==> src/design/rrc_regs.svh <==
// Register offsets, field positions and reset values of the capability bits
`ifndef RRC_REGS_SVH
`define RRC_REGS_SVH

// ============================================================
// Register map
// Capability register, upper half (bits 7 to 4)
`define RRC_CAPS_UPPER_ADDR 8'h20
// Reset value of the four stored bits
`define RRC_CAPS_UPPER_RESET 4'h0

// ============================================================
// Field positions inside the full 8-bit register
`define RRC_BIT_HOLD 7
`define RRC_BIT_MODE0 6
`define RRC_BIT_FREQ 5
`define RRC_BIT_EQ 4

// ============================================================
// Field positions inside the stored 4-bit nibble
`define RRC_FLD_HOLD 3
`define RRC_FLD_MODE0 2
`define RRC_FLD_FREQ 1
`define RRC_FLD_EQ 0

`endif

==> src/design/rrc_pkg.sv <==
// Types shared by the remote capability register files
package rrc_pkg;

  // ============================================================
  // Port that a register access is steered to, one-hot
  typedef enum logic [1:0] {
    RRC_PORT0 = 2'b01,
    RRC_PORT1 = 2'b10
  } rrc_port_e;

  // Four stored capability bits: hold, mode bit 0, freq, eq
  typedef logic [3:0] rrc_caps_t;

endpackage

==> src/design/rrc_caps_port.sv <==
// One port's copy of the upper capability bits
`timescale 1ns/1ps
`include "rrc_regs.svh"

module rrc_caps_port (
  input wire logic clk,
  input wire logic rstn,
  input wire logic wrEn,
  input wire rrc_pkg::rrc_caps_t wrData,
  input wire logic rxLock,
  input wire logic chanValid,
  input wire logic [2:0] chanCaps,
  output rrc_pkg::rrc_caps_t caps
);

  // ============================================================
  // Capability storage
  // Software write wins over a same-cycle channel load, so a
  // write that sets the hold bit is never undone by the channel.
  always_ff @(posedge clk) begin
    if (!rstn) begin
      caps <= `RRC_CAPS_UPPER_RESET;
    end else if (wrEn) begin
      // Written values kept as given
      caps <= wrData; // [RL2]
    end else if (!caps[`RRC_FLD_HOLD] && rxLock && chanValid) begin
      // Auto-load only when not held and lock is seen
      caps[`RRC_FLD_MODE0] <= chanCaps[2]; // [RL4] [RL3]
      caps[`RRC_FLD_FREQ] <= chanCaps[1]; // [RL4]
      caps[`RRC_FLD_EQ] <= chanCaps[0]; // [RL4]
    end
    // Hold set: no channel load, fields stay as written [RL1]
  end

endmodule // rrc_caps_port

==> src/design/rrc_caps_top.sv <==
// Remote receiver capability bits 7..4 for two ports, with routing
// Functional notes
// RL1: Hold bit blocks channel auto-load of capabilities.
// RL2: While held, fields keep last software values.
// RL3: Bit 6 is mode field least significant bit.
// RL4: Unheld fields load from channel after lock.
// RL5: Software writing values must also set hold.
// RL6: Bit 5 set sends frequency training pattern.
// RL7: Bit 4 set sends equalization training pattern.
// RL8: Each port owns a copy; select shows second.
// RL9: Port select ignored when secondary address enabled.
`timescale 1ns/1ps
`include "rrc_regs.svh"

module rrc_caps_top (
  input wire logic clk,
  input wire logic rstn,
  input wire logic [7:0] regAddr,
  input wire logic regWrEn,
  input wire logic [7:0] regWrData,
  input wire logic regRdEn,
  input wire logic addrIsSecondary,
  input wire logic second_port_view,
  input wire logic secondary_addr_enable,
  input wire logic [1:0] rxLock,
  input wire logic [1:0] chanValid,
  input wire logic [2:0] chanCaps0,
  input wire logic [2:0] chanCaps1,
  output logic [7:0] regRdData,
  output logic [1:0] hold_remote_caps,
  output logic [1:0] fast_ctrl_chan_mode,
  output logic [1:0] emit_freq_training,
  output logic [1:0] emit_eq_training
);

  // ============================================================
  // Access routing
  rrc_pkg::rrc_port_e target; // Port this access reaches
  logic hitCaps; // Address decodes to the capability register
  logic [1:0] portWr; // Per-port write strobe
  rrc_pkg::rrc_caps_t caps [2]; // Stored bits of each port

  // Secondary address overrides the select bit when enabled
  always_comb begin
    if (secondary_addr_enable) begin
      // Select bit ignored here [RL9]
      target = addrIsSecondary ? rrc_pkg::RRC_PORT1 : rrc_pkg::RRC_PORT0;
    end else begin
      // Primary address steered by the view select [RL9] [RL8]
      target = second_port_view ? rrc_pkg::RRC_PORT1 : rrc_pkg::RRC_PORT0;
    end
  end

  assign hitCaps = (regAddr == `RRC_CAPS_UPPER_ADDR);
  assign portWr = {2{regWrEn & hitCaps}} & target;

  // ============================================================
  // Per-port storage
  // Software must set hold with its own values; nothing here can
  // protect an unheld write from the next channel load; the
  // override sequence remains the software's duty.
  rrc_caps_port u_port0 (
    .clk(clk),
    .rstn(rstn),
    .wrEn(portWr[0]),
    .wrData(regWrData[7:4]),
    .rxLock(rxLock[0]),
    .chanValid(chanValid[0]),
    .chanCaps(chanCaps0),
    .caps(caps[0])
  );

  rrc_caps_port u_port1 (
    .clk(clk),
    .rstn(rstn),
    .wrEn(portWr[1]),
    .wrData(regWrData[7:4]),
    .rxLock(rxLock[1]),
    .chanValid(chanValid[1]),
    .chanCaps(chanCaps1),
    .caps(caps[1])
  );

  // ============================================================
  // Read path
  // Registered answer; bits 3..0 and unmapped addresses read zero
  always_ff @(posedge clk) begin
    if (!rstn) begin
      regRdData <= 8'h00;
    end else if (regRdEn) begin
      if (!hitCaps) begin
        // Unmapped address
        regRdData <= 8'h00;
      end else if (target == rrc_pkg::RRC_PORT1) begin
        // Second port copy shown [RL8]
        regRdData <= {caps[1], 4'h0};
      end else begin
        // First port copy
        regRdData <= {caps[0], 4'h0};
      end
    end
  end

  // ============================================================
  // Field outputs, direct from the stored flops
  // Training requests drive the forward link pattern generators
  always_comb begin
    for (int p = 0; p < 2; p++) begin
      hold_remote_caps[p] = caps[p][`RRC_FLD_HOLD];
      fast_ctrl_chan_mode[p] = caps[p][`RRC_FLD_MODE0]; // [RL3]
      emit_freq_training[p] = caps[p][`RRC_FLD_FREQ]; // [RL6]
      emit_eq_training[p] = caps[p][`RRC_FLD_EQ]; // [RL7]
    end
  end

  // ============================================================
  // Checks
  // Held port ignores a channel update with lock present
  a_hold_blocks_load: // [RL1]
  assert property (@(posedge clk) disable iff (!rstn)
    hold_remote_caps[0] && chanValid[0] && rxLock[0] && !portWr[0]
    |=> $stable(caps[0]))
    else $error("held port 0 caps changed by channel");

  // Values written with hold set survive three idle cycles
  a_held_keep_write: // [RL2]
  assert property (@(posedge clk) disable iff (!rstn)
    portWr[1] && regWrData[`RRC_BIT_HOLD] ##1 (!portWr[1]) [*3]
    |-> caps[1] == $past(regWrData[7:4], 3))
    else $error("held port 1 lost written values");

  // Mode bit 0 is taken from data bit 6
  a_mode_bit_six: // [RL3]
  assert property (@(posedge clk) disable iff (!rstn)
    portWr[0] |=> fast_ctrl_chan_mode[0] == $past(regWrData[6]))
    else $error("mode bit not taken from bit 6");

  // Unheld port with lock takes the channel caps
  a_load_when_free: // [RL4]
  assert property (@(posedge clk) disable iff (!rstn)
    !hold_remote_caps[1] && rxLock[1] && chanValid[1] && !portWr[1]
    |=> caps[1][2:0] == $past(chanCaps1) && !hold_remote_caps[1])
    else $error("port 1 caps not loaded from channel");

  // Without lock nothing but a write may move the bits
  a_no_lock_load: // [RL4]
  assert property (@(posedge clk) disable iff (!rstn)
    !rxLock[0] && !portWr[0] |=> $stable(caps[0]))
    else $error("port 0 caps changed without lock");

  // Training requests come from data bits 5 and 4
  a_freq_eq_bits: // [RL6] [RL7]
  assert property (@(posedge clk) disable iff (!rstn)
    portWr[1] |=> emit_freq_training[1] == $past(regWrData[5])
      && emit_eq_training[1] == $past(regWrData[4]))
    else $error("training request bits mis-stored");

  // Select set on primary address reads the second copy
  a_read_port_one: // [RL8]
  assert property (@(posedge clk) disable iff (!rstn)
    regRdEn && hitCaps && !secondary_addr_enable && second_port_view
    |=> regRdData == {$past(caps[1]), 4'h0})
    else $error("second port view not read back");

  // Secondary enable makes the select bit irrelevant
  a_select_ignored: // [RL9]
  assert property (@(posedge clk) disable iff (!rstn)
    regWrEn && hitCaps && secondary_addr_enable && !addrIsSecondary
    && !chanValid[1] |=> $stable(caps[1]))
    else $error("select bit obeyed under secondary address");

  // Other addresses read back as zero
  a_unmapped_zero:
  assert property (@(posedge clk) disable iff (!rstn)
    regRdEn && !hitCaps |=> regRdData == 8'h00)
    else $error("unmapped read not zero");

  // Reset clears both stored copies and the read register
  a_reset_clears_all:
  assert property (@(posedge clk)
    !rstn |=> regRdData == 8'h00
      && caps[0] == `RRC_CAPS_UPPER_RESET
      && caps[1] == `RRC_CAPS_UPPER_RESET)
    else $error("reset left capability state set");

  // Primary address, select clear: write lands in port 0
  a_primary_to_first: // [RL8]
  assert property (@(posedge clk) disable iff (!rstn)
    regWrEn && hitCaps && !secondary_addr_enable && !second_port_view
    |=> caps[0] == $past(regWrData[7:4]))
    else $error("primary write missed port 0");

  // Primary address, select set: write lands in port 1
  a_view_to_second: // [RL8]
  assert property (@(posedge clk) disable iff (!rstn)
    regWrEn && hitCaps && !secondary_addr_enable && second_port_view
    |=> caps[1] == $past(regWrData[7:4]))
    else $error("view select write missed port 1");

  // Secondary address reaches port 1 whatever the select says
  a_secondary_to_second: // [RL9]
  assert property (@(posedge clk) disable iff (!rstn)
    regWrEn && hitCaps && secondary_addr_enable && addrIsSecondary
    |=> caps[1] == $past(regWrData[7:4]))
    else $error("secondary write missed port 1");

  // Primary address, select clear: first copy read back
  a_read_first_port: // [RL8]
  assert property (@(posedge clk) disable iff (!rstn)
    regRdEn && hitCaps && !secondary_addr_enable && !second_port_view
    |=> regRdData == {$past(caps[0]), 4'h0})
    else $error("first port copy not read back");

  // Primary address under secondary enable reads port 0
  a_read_secondary_off: // [RL9]
  assert property (@(posedge clk) disable iff (!rstn)
    regRdEn && hitCaps && secondary_addr_enable && !addrIsSecondary
    |=> regRdData == {$past(caps[0]), 4'h0})
    else $error("select bit obeyed on read");

  // Writes to other addresses leave port 0's stored bits alone
  a_unmapped_no_write:
  assert property (@(posedge clk) disable iff (!rstn)
    regWrEn && !hitCaps && !chanValid[0] |=> $stable(caps[0]))
    else $error("unmapped write changed port 0");

endmodule // rrc_caps_top

==> config.mk <==
export PLATFORM = sky130hd
export DESIGN_NAME = rrc_caps_top
export DESIGN_NICKNAME = d
export VERILOG_FILES = /design/src/design/rrc_pkg.sv /design/src/design/rrc_caps_port.sv /design/src/design/rrc_caps_top.sv
export VERILOG_INCLUDE_DIRS = /design/src /design/src/design
export SDC_FILE = /design/constraint.sdc
export NUM_CORES = 1
export LEC_CHECK = 0
export BUFFER_PORTS_ARGS = -buffer_cell sky130_fd_sc_hd__buf_4
export CORE_ASPECT_RATIO = 1.25
export CORE_MARGIN = 2
export CORE_UTILIZATION = 36
export CTS_CLUSTER_DIAMETER = 60
export DETAILED_ROUTE_END_ITERATION = 10
export HOLD_SLACK_MARGIN = 0.06
export PLACE_DENSITY = 0.72
export SLEW_MARGIN = 20
export SYNTH_ARGS = -nofsm -noshare
export SYNTH_HDL_FRONTEND = slang
export SYNTH_HIERARCHICAL = 1
export SYNTH_SLANG_ARGS = --single-unit
==> constraint.sdc <==
create_clock -name clk -period 2.43 [get_ports clk]
set_input_delay 0.3645 -clock clk [delete_from_list [all_inputs] [get_ports clk]]
set_output_delay 0.3645 -clock clk [all_outputs]
set_load 0.02 [all_outputs]
## Word-level counts from Yosys, hierarchy flattened

Cells that the tools add are included.

| word-level totals | value |
|---|---|
| register bits after elaboration | 16 |
| bits of input ports | 33 |
| output and inout bits | 16 |
| word-level logic and storage cells | 26 |

| operators by class | value |
|---|---|
| eq/ne operators | 2 |
| mux-type cells | 9 |
| bitwise operators | 2 |
| reductions and logical operators | 8 |

Operators with widths:

| operator | number |
|---|---|
| 8-bit two-way mux | 2 |
| 3-bit two-way mux | 4 |
| 8-bit by 6-bit == test with 1-bit output (second input constant) | 1 |
| 2-bit two-way mux | 3 |
| 1-bit logical AND | 4 |
| 2-bit nonzero test | 2 |
| 2-bit bitwise AND | 1 |
| 2-bit == test (second input constant) | 1 |
| 1-bit zero test | 2 |
| 1-bit bitwise AND | 1 |

## Depth between registers and ports, before layout

Gate-level depths: netlist of the first run.

| depth | value |
|---|---|
| depth after elaboration | 5 |
| depth in mapped cells | 7 |
| gate-level depth less buffers | 6 |

## Cells and area by module

The synthesis of the first run kept the hierarchy.

By module, submodules not included:

| module | times used | cells an instance | area each (µm²) |
|---|---|---|---|
| rrc_caps_port | 2 | 17 | 195.2 |
| rrc_caps_top | 1 | 28 | 301.5 |

## Worst setup path after synthesis of the first run

Ideal clock, no wire load.

| path | value |
|---|---|
| path type | input to register |
| start point | in regAddr[1] |
| end point | reg u_port0.caps[0] |
| arrival | 1.375 ns |
| required time | 2.308 ns |
| slack | 0.934 ns |
| stages | 6 |
| cells stage by stage | nor4b_4 > and4_1 > buf_6 > mux2i_1 > o21ai_1 > o311a_1 |

| on the way | value |
|---|---|
| longest elaborated chain between the ends | 4 |
| elaborated cells between the ends (all ways) | 5 |
| classes of those cells | eq/ne (1); mux (1); bitwise (2); reduce/logical (1) |

Ends and longest elaborated chain:

| element | RTL line | text |
|---|---|---|
| from (decl) | rrc_caps_top.sv:18 | `input wire logic [7:0] regAddr,` |
| 8-bit by 6-bit == test with 1-bit output (no source line) (*) | n/a |  |
| 1-bit bitwise AND (*) | rrc_caps_top.sv:55 | `assign portWr = {2{regWrEn & hitCaps}} & target;` |
| 2-bit bitwise AND (*) | rrc_caps_top.sv:55 |  |
| net portWr[0] | rrc_caps_top.sv:40 | `logic [1:0] portWr;` |
| 3-bit two-way mux / 2-bit nonzero test (equally long branches) | n/a |  |
| to (signal assigned) | rrc_caps_port.sv:22 | `` caps <= `RRC_CAPS_UPPER_RESET; `` |
| to (signal assigned) | rrc_caps_port.sv:25 | `caps <= wrData;` |
| to (signal, indexed assignment) | rrc_caps_port.sv:28 | `` caps[`RRC_FLD_MODE0] <= chanCaps[2]; `` |
| to (decl) | rrc_caps_port.sv:13 | `output rrc_pkg::rrc_caps_t caps` |

Mark *: on every way through the listed nets, which the timed path passes. The rest lies on a longest branch.
A chain may end at the register's enable or synchronous reset.

## Worst setup path in the final report of the first run

| path | value |
|---|---|
| start point | in regAddr[7] |
| end point | reg u_port0.caps[2] |

The elaborated chain is that of the path after synthesis.

==> results of run 1 <==
-- state kept, by name, summed over array words and instances, names as in the netlist --
name          flops
u_port0/caps      4
regRdData         4
u_port1/caps      4
-- per-stage QoR --
stage,util (%),instances
floorplan,-,65
global placement,55.0,119
detailed placement,55.0,119
CTS,57.0,123
global route,57.0,123
finish,57.0,123
-- area by class of cell --
type | instances | area (µm²)
clock buffers | 4 | 36.3
flip-flops and latches | 12 | 240
multi-input cells | 47 | 410
well taps | 19 | 23.8
repair buffers | 41 | 308
fillers | 160 | 768
-- layout by cell type, fill, tap and decap left out, drive strengths merged, types with 2 or more instances in the layout --
cell type,Yosys,final
nand3b,4,4
nor2b,2,2
mux2i,13,13
o311a,6,6
buf,6,41
conb,1,4
and3b,2,2
clkbuf,0,4
o21ai,10,10
dfxtp,12,12
-- cells by family (layout without fill, tap and decap cells) --
family | count (synthesis) | after routing
AOI/OAI and AO/OA | 16 | 16
other | 1 | 4
and+or+nand+nor | 14 | 14
muxes | 13 | 13
DFF | 12 | 12
buffers and inverters | 6 | 45
-- worst max-delay path, cell delays in order --
cell and delay (ns):
buf_4 0.12, nor4_4 0.32, and4_1 0.51, mux2i_1 0.22, o21ai_1 0.08, o311a_1 0.13
-- power by group through the flow --
stage | clock network (mW) | logic [mW] | registers, mW
final | 0.158 | 0.0991 | 0.209
after global routing | 0.172 | 0.106 | 0.210
after CTS | 0.163 | 0.0998 | 0.209
after detailed placement | 0 | 0.0996 | 0.214
after global placement | 0 | 0.0980 | 0.213
after floorplan | 0 | 0.0387 | 0.220
-- per-layer routing --
| metal | vias up | global-route usage, % |
|---|---|---|
| li1 | 318 | - |
| met5 | - | 0 |
| met4 | 0 | 6.06 |
| met3 | 2 | 6.48 |
| met2 | 27 | 29.6 |
| met1 | 298 | 16.5 |
-- final timing paths --
path / endpoint / from / slack [ns] / cells past startpoint
worst min-delay path: u_port1/caps[3]$_SDFFE_PN0P_ / regWrData[7] / 0.37 / 3
worst max-delay path: u_port0/caps[2]$_SDFFE_PN0P_ / regAddr[7] / 0.83 / 6
worst max register to register: u_port1/caps[0]$_SDFFE_PN0P_ / u_port1/caps[3]$_SDFFE_PN0P_ / 1.40 / 2
worst min register to register: regRdData[5]$_SDFFE_PN0P_ / regRdData[5]$_SDFFE_PN0P_ / 0.48 / 2
==> flow_metrics.py, run 1 <==
metrics = {
    "grt": {
        "overflow": 0,
        "grt_max_degree": 14,
        "antenna_found_initial": 0,
        "grt_pass1_wl_mm": 2.75,
        "first_global_vias": 631,
        "grt_usage_pct": 16.3,
    },
    "die": {
        "dieArea_mm2": 0.00229,
        "rows": 17,
        "boundaryPins": 49,
        "core_area_mm2": 0.00179,
        "fp.dieH_um": 53.0,
        "die_x_um": 43.2,
        "start_util_pct": 38.7,
    },
    "sta": {
        "grt_setup_unrepaired": "no",
        "clock.fmax_mhz": 624,
        "final-setup-viol-count": 0,
        "setup_tns_ns": 0,
        "holdWs_ns": 0.370,
        "timing.final.crit_share_pct": 66.0,
        "clock_skew_ns": 0.00809,
        "hold_violations": 0,
        "min_period_ns": 1.60,
        "fin_ws_ns": 0.827,
        "slew_violations": 0,
    },
    "worst_setup_path": {
        "cp.arrival_ns": 1.76,
        "start_kind": "primary input",
        "cp_max_fo": 10,
        "critPathKind": "in2reg",
        "endpoint_kind": "flop",
        "worstPathRequired_ns": 2.59,
    },
    "detailed_routing": {
        "routed_via_density": 5.24,
        "detail-route-antenna-nets": 0,
        "drtPass1Iterations": 4,
        "num_vias": 645,
        "route.met3.wl_um": 129,
        "wire_per_inst_um": 13.9,
        "wirelength_mm": 1.71,
        "drc": 0,
        "met2_length_um": 961,
        "routed.top_layer": "met4",
        "wl_met1_um": 605,
        "drt_iter0_drc": 15,
    },
    "power_and_ir_drop": {
        "power_leakage_nw": 0.467,
        "netSwitchingFraction_pct": 24.8,
        "clkPwrFrac_pct": 33.9,
        "p_per_area_mw_per_mm2": 458,
        "power_frac_comb_pct": 21.3,
        "finalPower_uw": 466,
        "peakVddDrop_uv": 230,
        "p_switching_uw": 116,
        "internal_power_uw": 350,
        "seqPwrFrac_pct": 44.8,
    },
    "clocking": {
        "root_buffer": "clkbuf_4",
        "cts_tree": "done",
        "numCtsBuffers": 3,
        "path_clk_slew_ns": 0.07,
        "holdBufCountCts": 0,
        "post-cts-setup-buffers": 0,
        "numClockSinks": 12,
        "clockBufferDepth": 2,
        "insertion_delay_ns": 0.27,
        "htree_levels": 1,
        "post_cts_resized": 0,
    },
    "cells_and_area": {
        "finish.instance_area_mm2": 0.00102,
        "drive_gt1_share_pct": 49.0,
        "diodes": 0,
        "area_growth_syn_to_layout_pct": 47.2,
        "nets": 138,
    },
    "yosys": {
        "ys_seq_elements": 12,
        "avgSynthCellArea_um2": 11.2,
        "synthesis.area_um2": 692,
        "synth_compound_area_share_pct": 15.9,
        "ys_warn_count": 6,
        "synthTopCellsByCount": "12 x dfxtp_1, 12 x mux2i_1, 10 x o21ai_1",
        "synth.distinct_cells": 17,
        "synth_top_cell_area_share_pct": 34.7,
        "ys.flop_type": "dfxtp_1",
        "syn-instance-count": 62,
        "yosys-top-cells-area": "dfxtp_1 35%, mux2i_1 17%, o311a_1 8.7%, o21ai_1 7.2%, buf_4 4.3%",
        "muxShareOfSynthArea_pct": 20.6,
        "synth_top_family_by_area": "simple AND/OR/NAND/NOR gates",
        "synth-adder-area-share_pct": 0,
        "ys_async_sr_fraction_pct": 0,
        "synthSimpleGateAreaFrac_pct": 20.6,
        "synth_edf_count": 0,
        "yosysTopAreaCell": "dfxtp_1",
        "ys_seq_area_share_pct": 34.7,
        "synth-xor-area-share_pct": 0,
    },
    "worst_hold_path": {
        "hold_class": "in2reg",
    },
    "placed_design": {
        "dpl_worst_slack_ns": 0.548,
        "placed_area_um2": 982,
        "gp_congestion": 0.731,
        "io_buffers": 40,
    },
    "job": {
        "maxCapViolCount": 0,
    },
    "outcome": {
        "status": "completed",
    },
}
(Power assumes the default switching activity.)
==> run 2, diff against run 1 <==
==> constraint.sdc (replaced) <==
create_clock -name clk -period 1.5 [get_ports clk]
set_input_delay 0.225 -clock clk [delete_from_list [all_inputs] [get_ports clk]]
set_output_delay 0.225 -clock clk [all_outputs]
set_load 0.02 [all_outputs]
==> run 2 against run 1 <==
Net effect:
- via count rose by 0.62%
- first-iteration DRC count fell by 20%
- combinational power rose by 69%
- highest routed layer is now met3
- sequential power rose by 62%
- sequential share of layout area fell by 0.84 points
- largest power group unchanged
- critical path type unchanged
- clock-buffer cell count did not move
- die area did not move
- clock power rose by 63%
- total power rose by 63%
- clock skew fell by 0.0060 ns
==> flow_metrics.py, run 2 (synthesized netlist as in run 1, its figures left out) <==
metrics = {
    "placed_design": {
        "hpwl_mm": 1.39,
        "io_buffers": 40,
        "gp_congestion": 0.788,
    },
    "cells_and_area": {
        "nets": 143,
        "post-route-util_pct": 59.1,
        "diodes": 0,
        "final_cell_mix": "46 x buf_4, 12 x mux2i_1, 12 x dfxtp_1",
        "area_growth_syn_to_layout_pct": 52.6,
        "drive_gt1_share_pct": 51.4,
        "reg_top3": "regRdData x4, u_port0/caps x4, u_port1/caps x4",
        "mostFrequentLayoutCell": "buf_4",
    },
    "die": {
        "boundaryPins": 49,
        "core_area_mm2": 0.00179,
        "rows": 17,
        "die_x_um": 43.2,
        "fp.dieH_um": 53.0,
        "start_util_pct": 38.7,
        "dieArea_mm2": 0.00229,
    },
    "worst_setup_path": {
        "slowest_delay_ns": 0.40,
        "critPathBufInv": 2,
        "r2r-start": "u_port0/caps[3]$_SDFFE_PN0P_",
        "ff2ff_setup_slack_ns": 0.47,
        "r2r-end": "u_port0/caps[1]$_SDFFE_PN0P_",
        "cp_max_fo": 5,
        "cpMostUsedCell": "buf_4",
        "crit_family": "simple AND/OR/NAND/NOR gates",
        "endpoint_kind": "flop",
        "crit_path_top_delay_cell": "and4_1",
        "critPathKind": "in2reg",
        "crit_chain": "buf_4, nor4_4, and4_1, buf_4, mux2i_1, nor2b_1",
        "start_kind": "primary input",
        "cp.arrival_ns": 1.48,
        "worst-r2r-cell-count": 2,
        "worstPathRequired_ns": 1.67,
    },
    "grt": {
        "grt_usage_pct": 15.8,
        "antenna_found_initial": 0,
        "overflow": 0,
        "grt_max_degree": 14,
        "first_global_vias": 620,
        "grt_pass1_wl_mm": 2.75,
    },
    "sta": {
        "final-setup-viol-count": 0,
        "setup_tns_ns": 0,
        "slew_violations": 0,
        "clock_skew_ns": 0.00212,
        "hold_violations": 0,
        "clock.fmax_mhz": 758,
        "holdWs_ns": 0.228,
        "timing.final.crit_share_pct": 88.0,
        "grt_setup_unrepaired": "no",
        "min_period_ns": 1.32,
    },
    "detailed_routing": {
        "num_vias": 649,
        "wire_per_inst_um": 13.0,
        "drtPass1Iterations": 3,
        "wirelength_mm": 1.67,
        "drc": 0,
        "detail-route-antenna-nets": 0,
        "drt_iter0_drc": 12,
        "routed_via_density": 5.07,
    },
    "clocking": {
        "clockBufferDepth": 2,
        "numClockSinks": 12,
        "insertion_delay_ns": 0.27,
        "path_clk_slew_ns": 0.08,
        "numCtsBuffers": 3,
        "htree_levels": 1,
        "root_buffer": "clkbuf_4",
        "holdBufCountCts": 0,
        "post_cts_resized": 0,
        "cts_tree": "done",
        "post-cts-setup-buffers": 0,
    },
    "power_and_ir_drop": {
        "power_frac_comb_pct": 21.9,
        "power_leakage_nw": 0.493,
        "seqPwrFrac_pct": 44.4,
        "internal_power_uw": 571,
        "p_per_area_mw_per_mm2": 721,
        "peakVddDrop_uv": 532,
        "clkPwrFrac_pct": 33.8,
        "netSwitchingFraction_pct": 25.0,
        "p_switching_uw": 190,
    },
    "worst_hold_path": {
        "holdPathStages": 3,
        "holdPathEnd": "u_port1/caps[3]$_SDFFE_PN0P_",
        "hp-start": "regWrData[7]",
        "hold_class": "in2reg",
    },
    "job": {
        "maxCapViolCount": 0,
    },
    "outcome": {
        "status": "completed",
    },
}
-- run 2: changes by cell type in the layout (fill, tap and decap cells not counted), sizes merged --
cell / before / now
buf: 41 / 46
-- run 2: worst max path at each step --
stage                           from                      endpoint  cells past startpoint
final                     regAddr[7]  u_port0/caps[3]$_SDFFE_PN0P_                      6
after global routing      regAddr[7]  u_port1/caps[1]$_SDFFE_PN0P_                      8
after CTS                 regAddr[7]  u_port0/caps[3]$_SDFFE_PN0P_                      6
after detailed placement  regAddr[7]  u_port0/caps[3]$_SDFFE_PN0P_                      6
after global placement    regAddr[7]  u_port0/caps[3]$_SDFFE_PN0P_                      6
after floorplan           regAddr[1]  u_port0/caps[0]$_SDFFE_PN0P_                      6
-- run 2: worst min-delay path: cells and delay by family --
| kind | cells | cell delay [ns] |
|---|---|---|
| simple gates | 1 | 0.09 |
| buf+inv | 1 | 0.08 |
| mux | 1 | 0.06 |
-- run 2: power by group through the flow --
stage / Clock [mW] / Combinational (mW) / Sequential, mW
floorplan: 0 / 0.0627 / 0.357
global placement: 0 / 0.164 / 0.345
detailed placement: 0 / 0.168 / 0.346
CTS: 0.262 / 0.168 / 0.338
global route: 0.276 / 0.179 / 0.340
finish: 0.257 / 0.167 / 0.338
-- run 2: final cells by class --
class / count / area [µm²]
repair buffers: 46 / 345
clock buffers: 4 / 36.3
well taps: 19 / 23.8
multi-input cells: 47 / 410
flip-flops and latches: 12 / 240
fillers: 167 / 731
-- run 2: metal layers --
layer	global-route usage [%]	wire [µm]
met5	0	0
met2	29.9	931
met1	16.9	615
met4	4.55	0
met3	4.10	122
-- run 2: through the flow --
| stage | power, mW | worst slack, ns | cells | cell area (µm²) |
|---|---|---|---|---|
| after CTS | 0.768 | 0.165 | 128 | 1060 |
| after floorplan | 0.420 | 0.143 | 65 | 703 |
| after global placement | 0.510 | -0.0863 | 124 | 1020 |
| final | 0.761 | 0.181 | 128 | 1060 |
| after global routing | 0.796 | 0.0779 | 128 | 1060 |
| after detailed placement | 0.513 | -0.113 | 124 | 1020 |
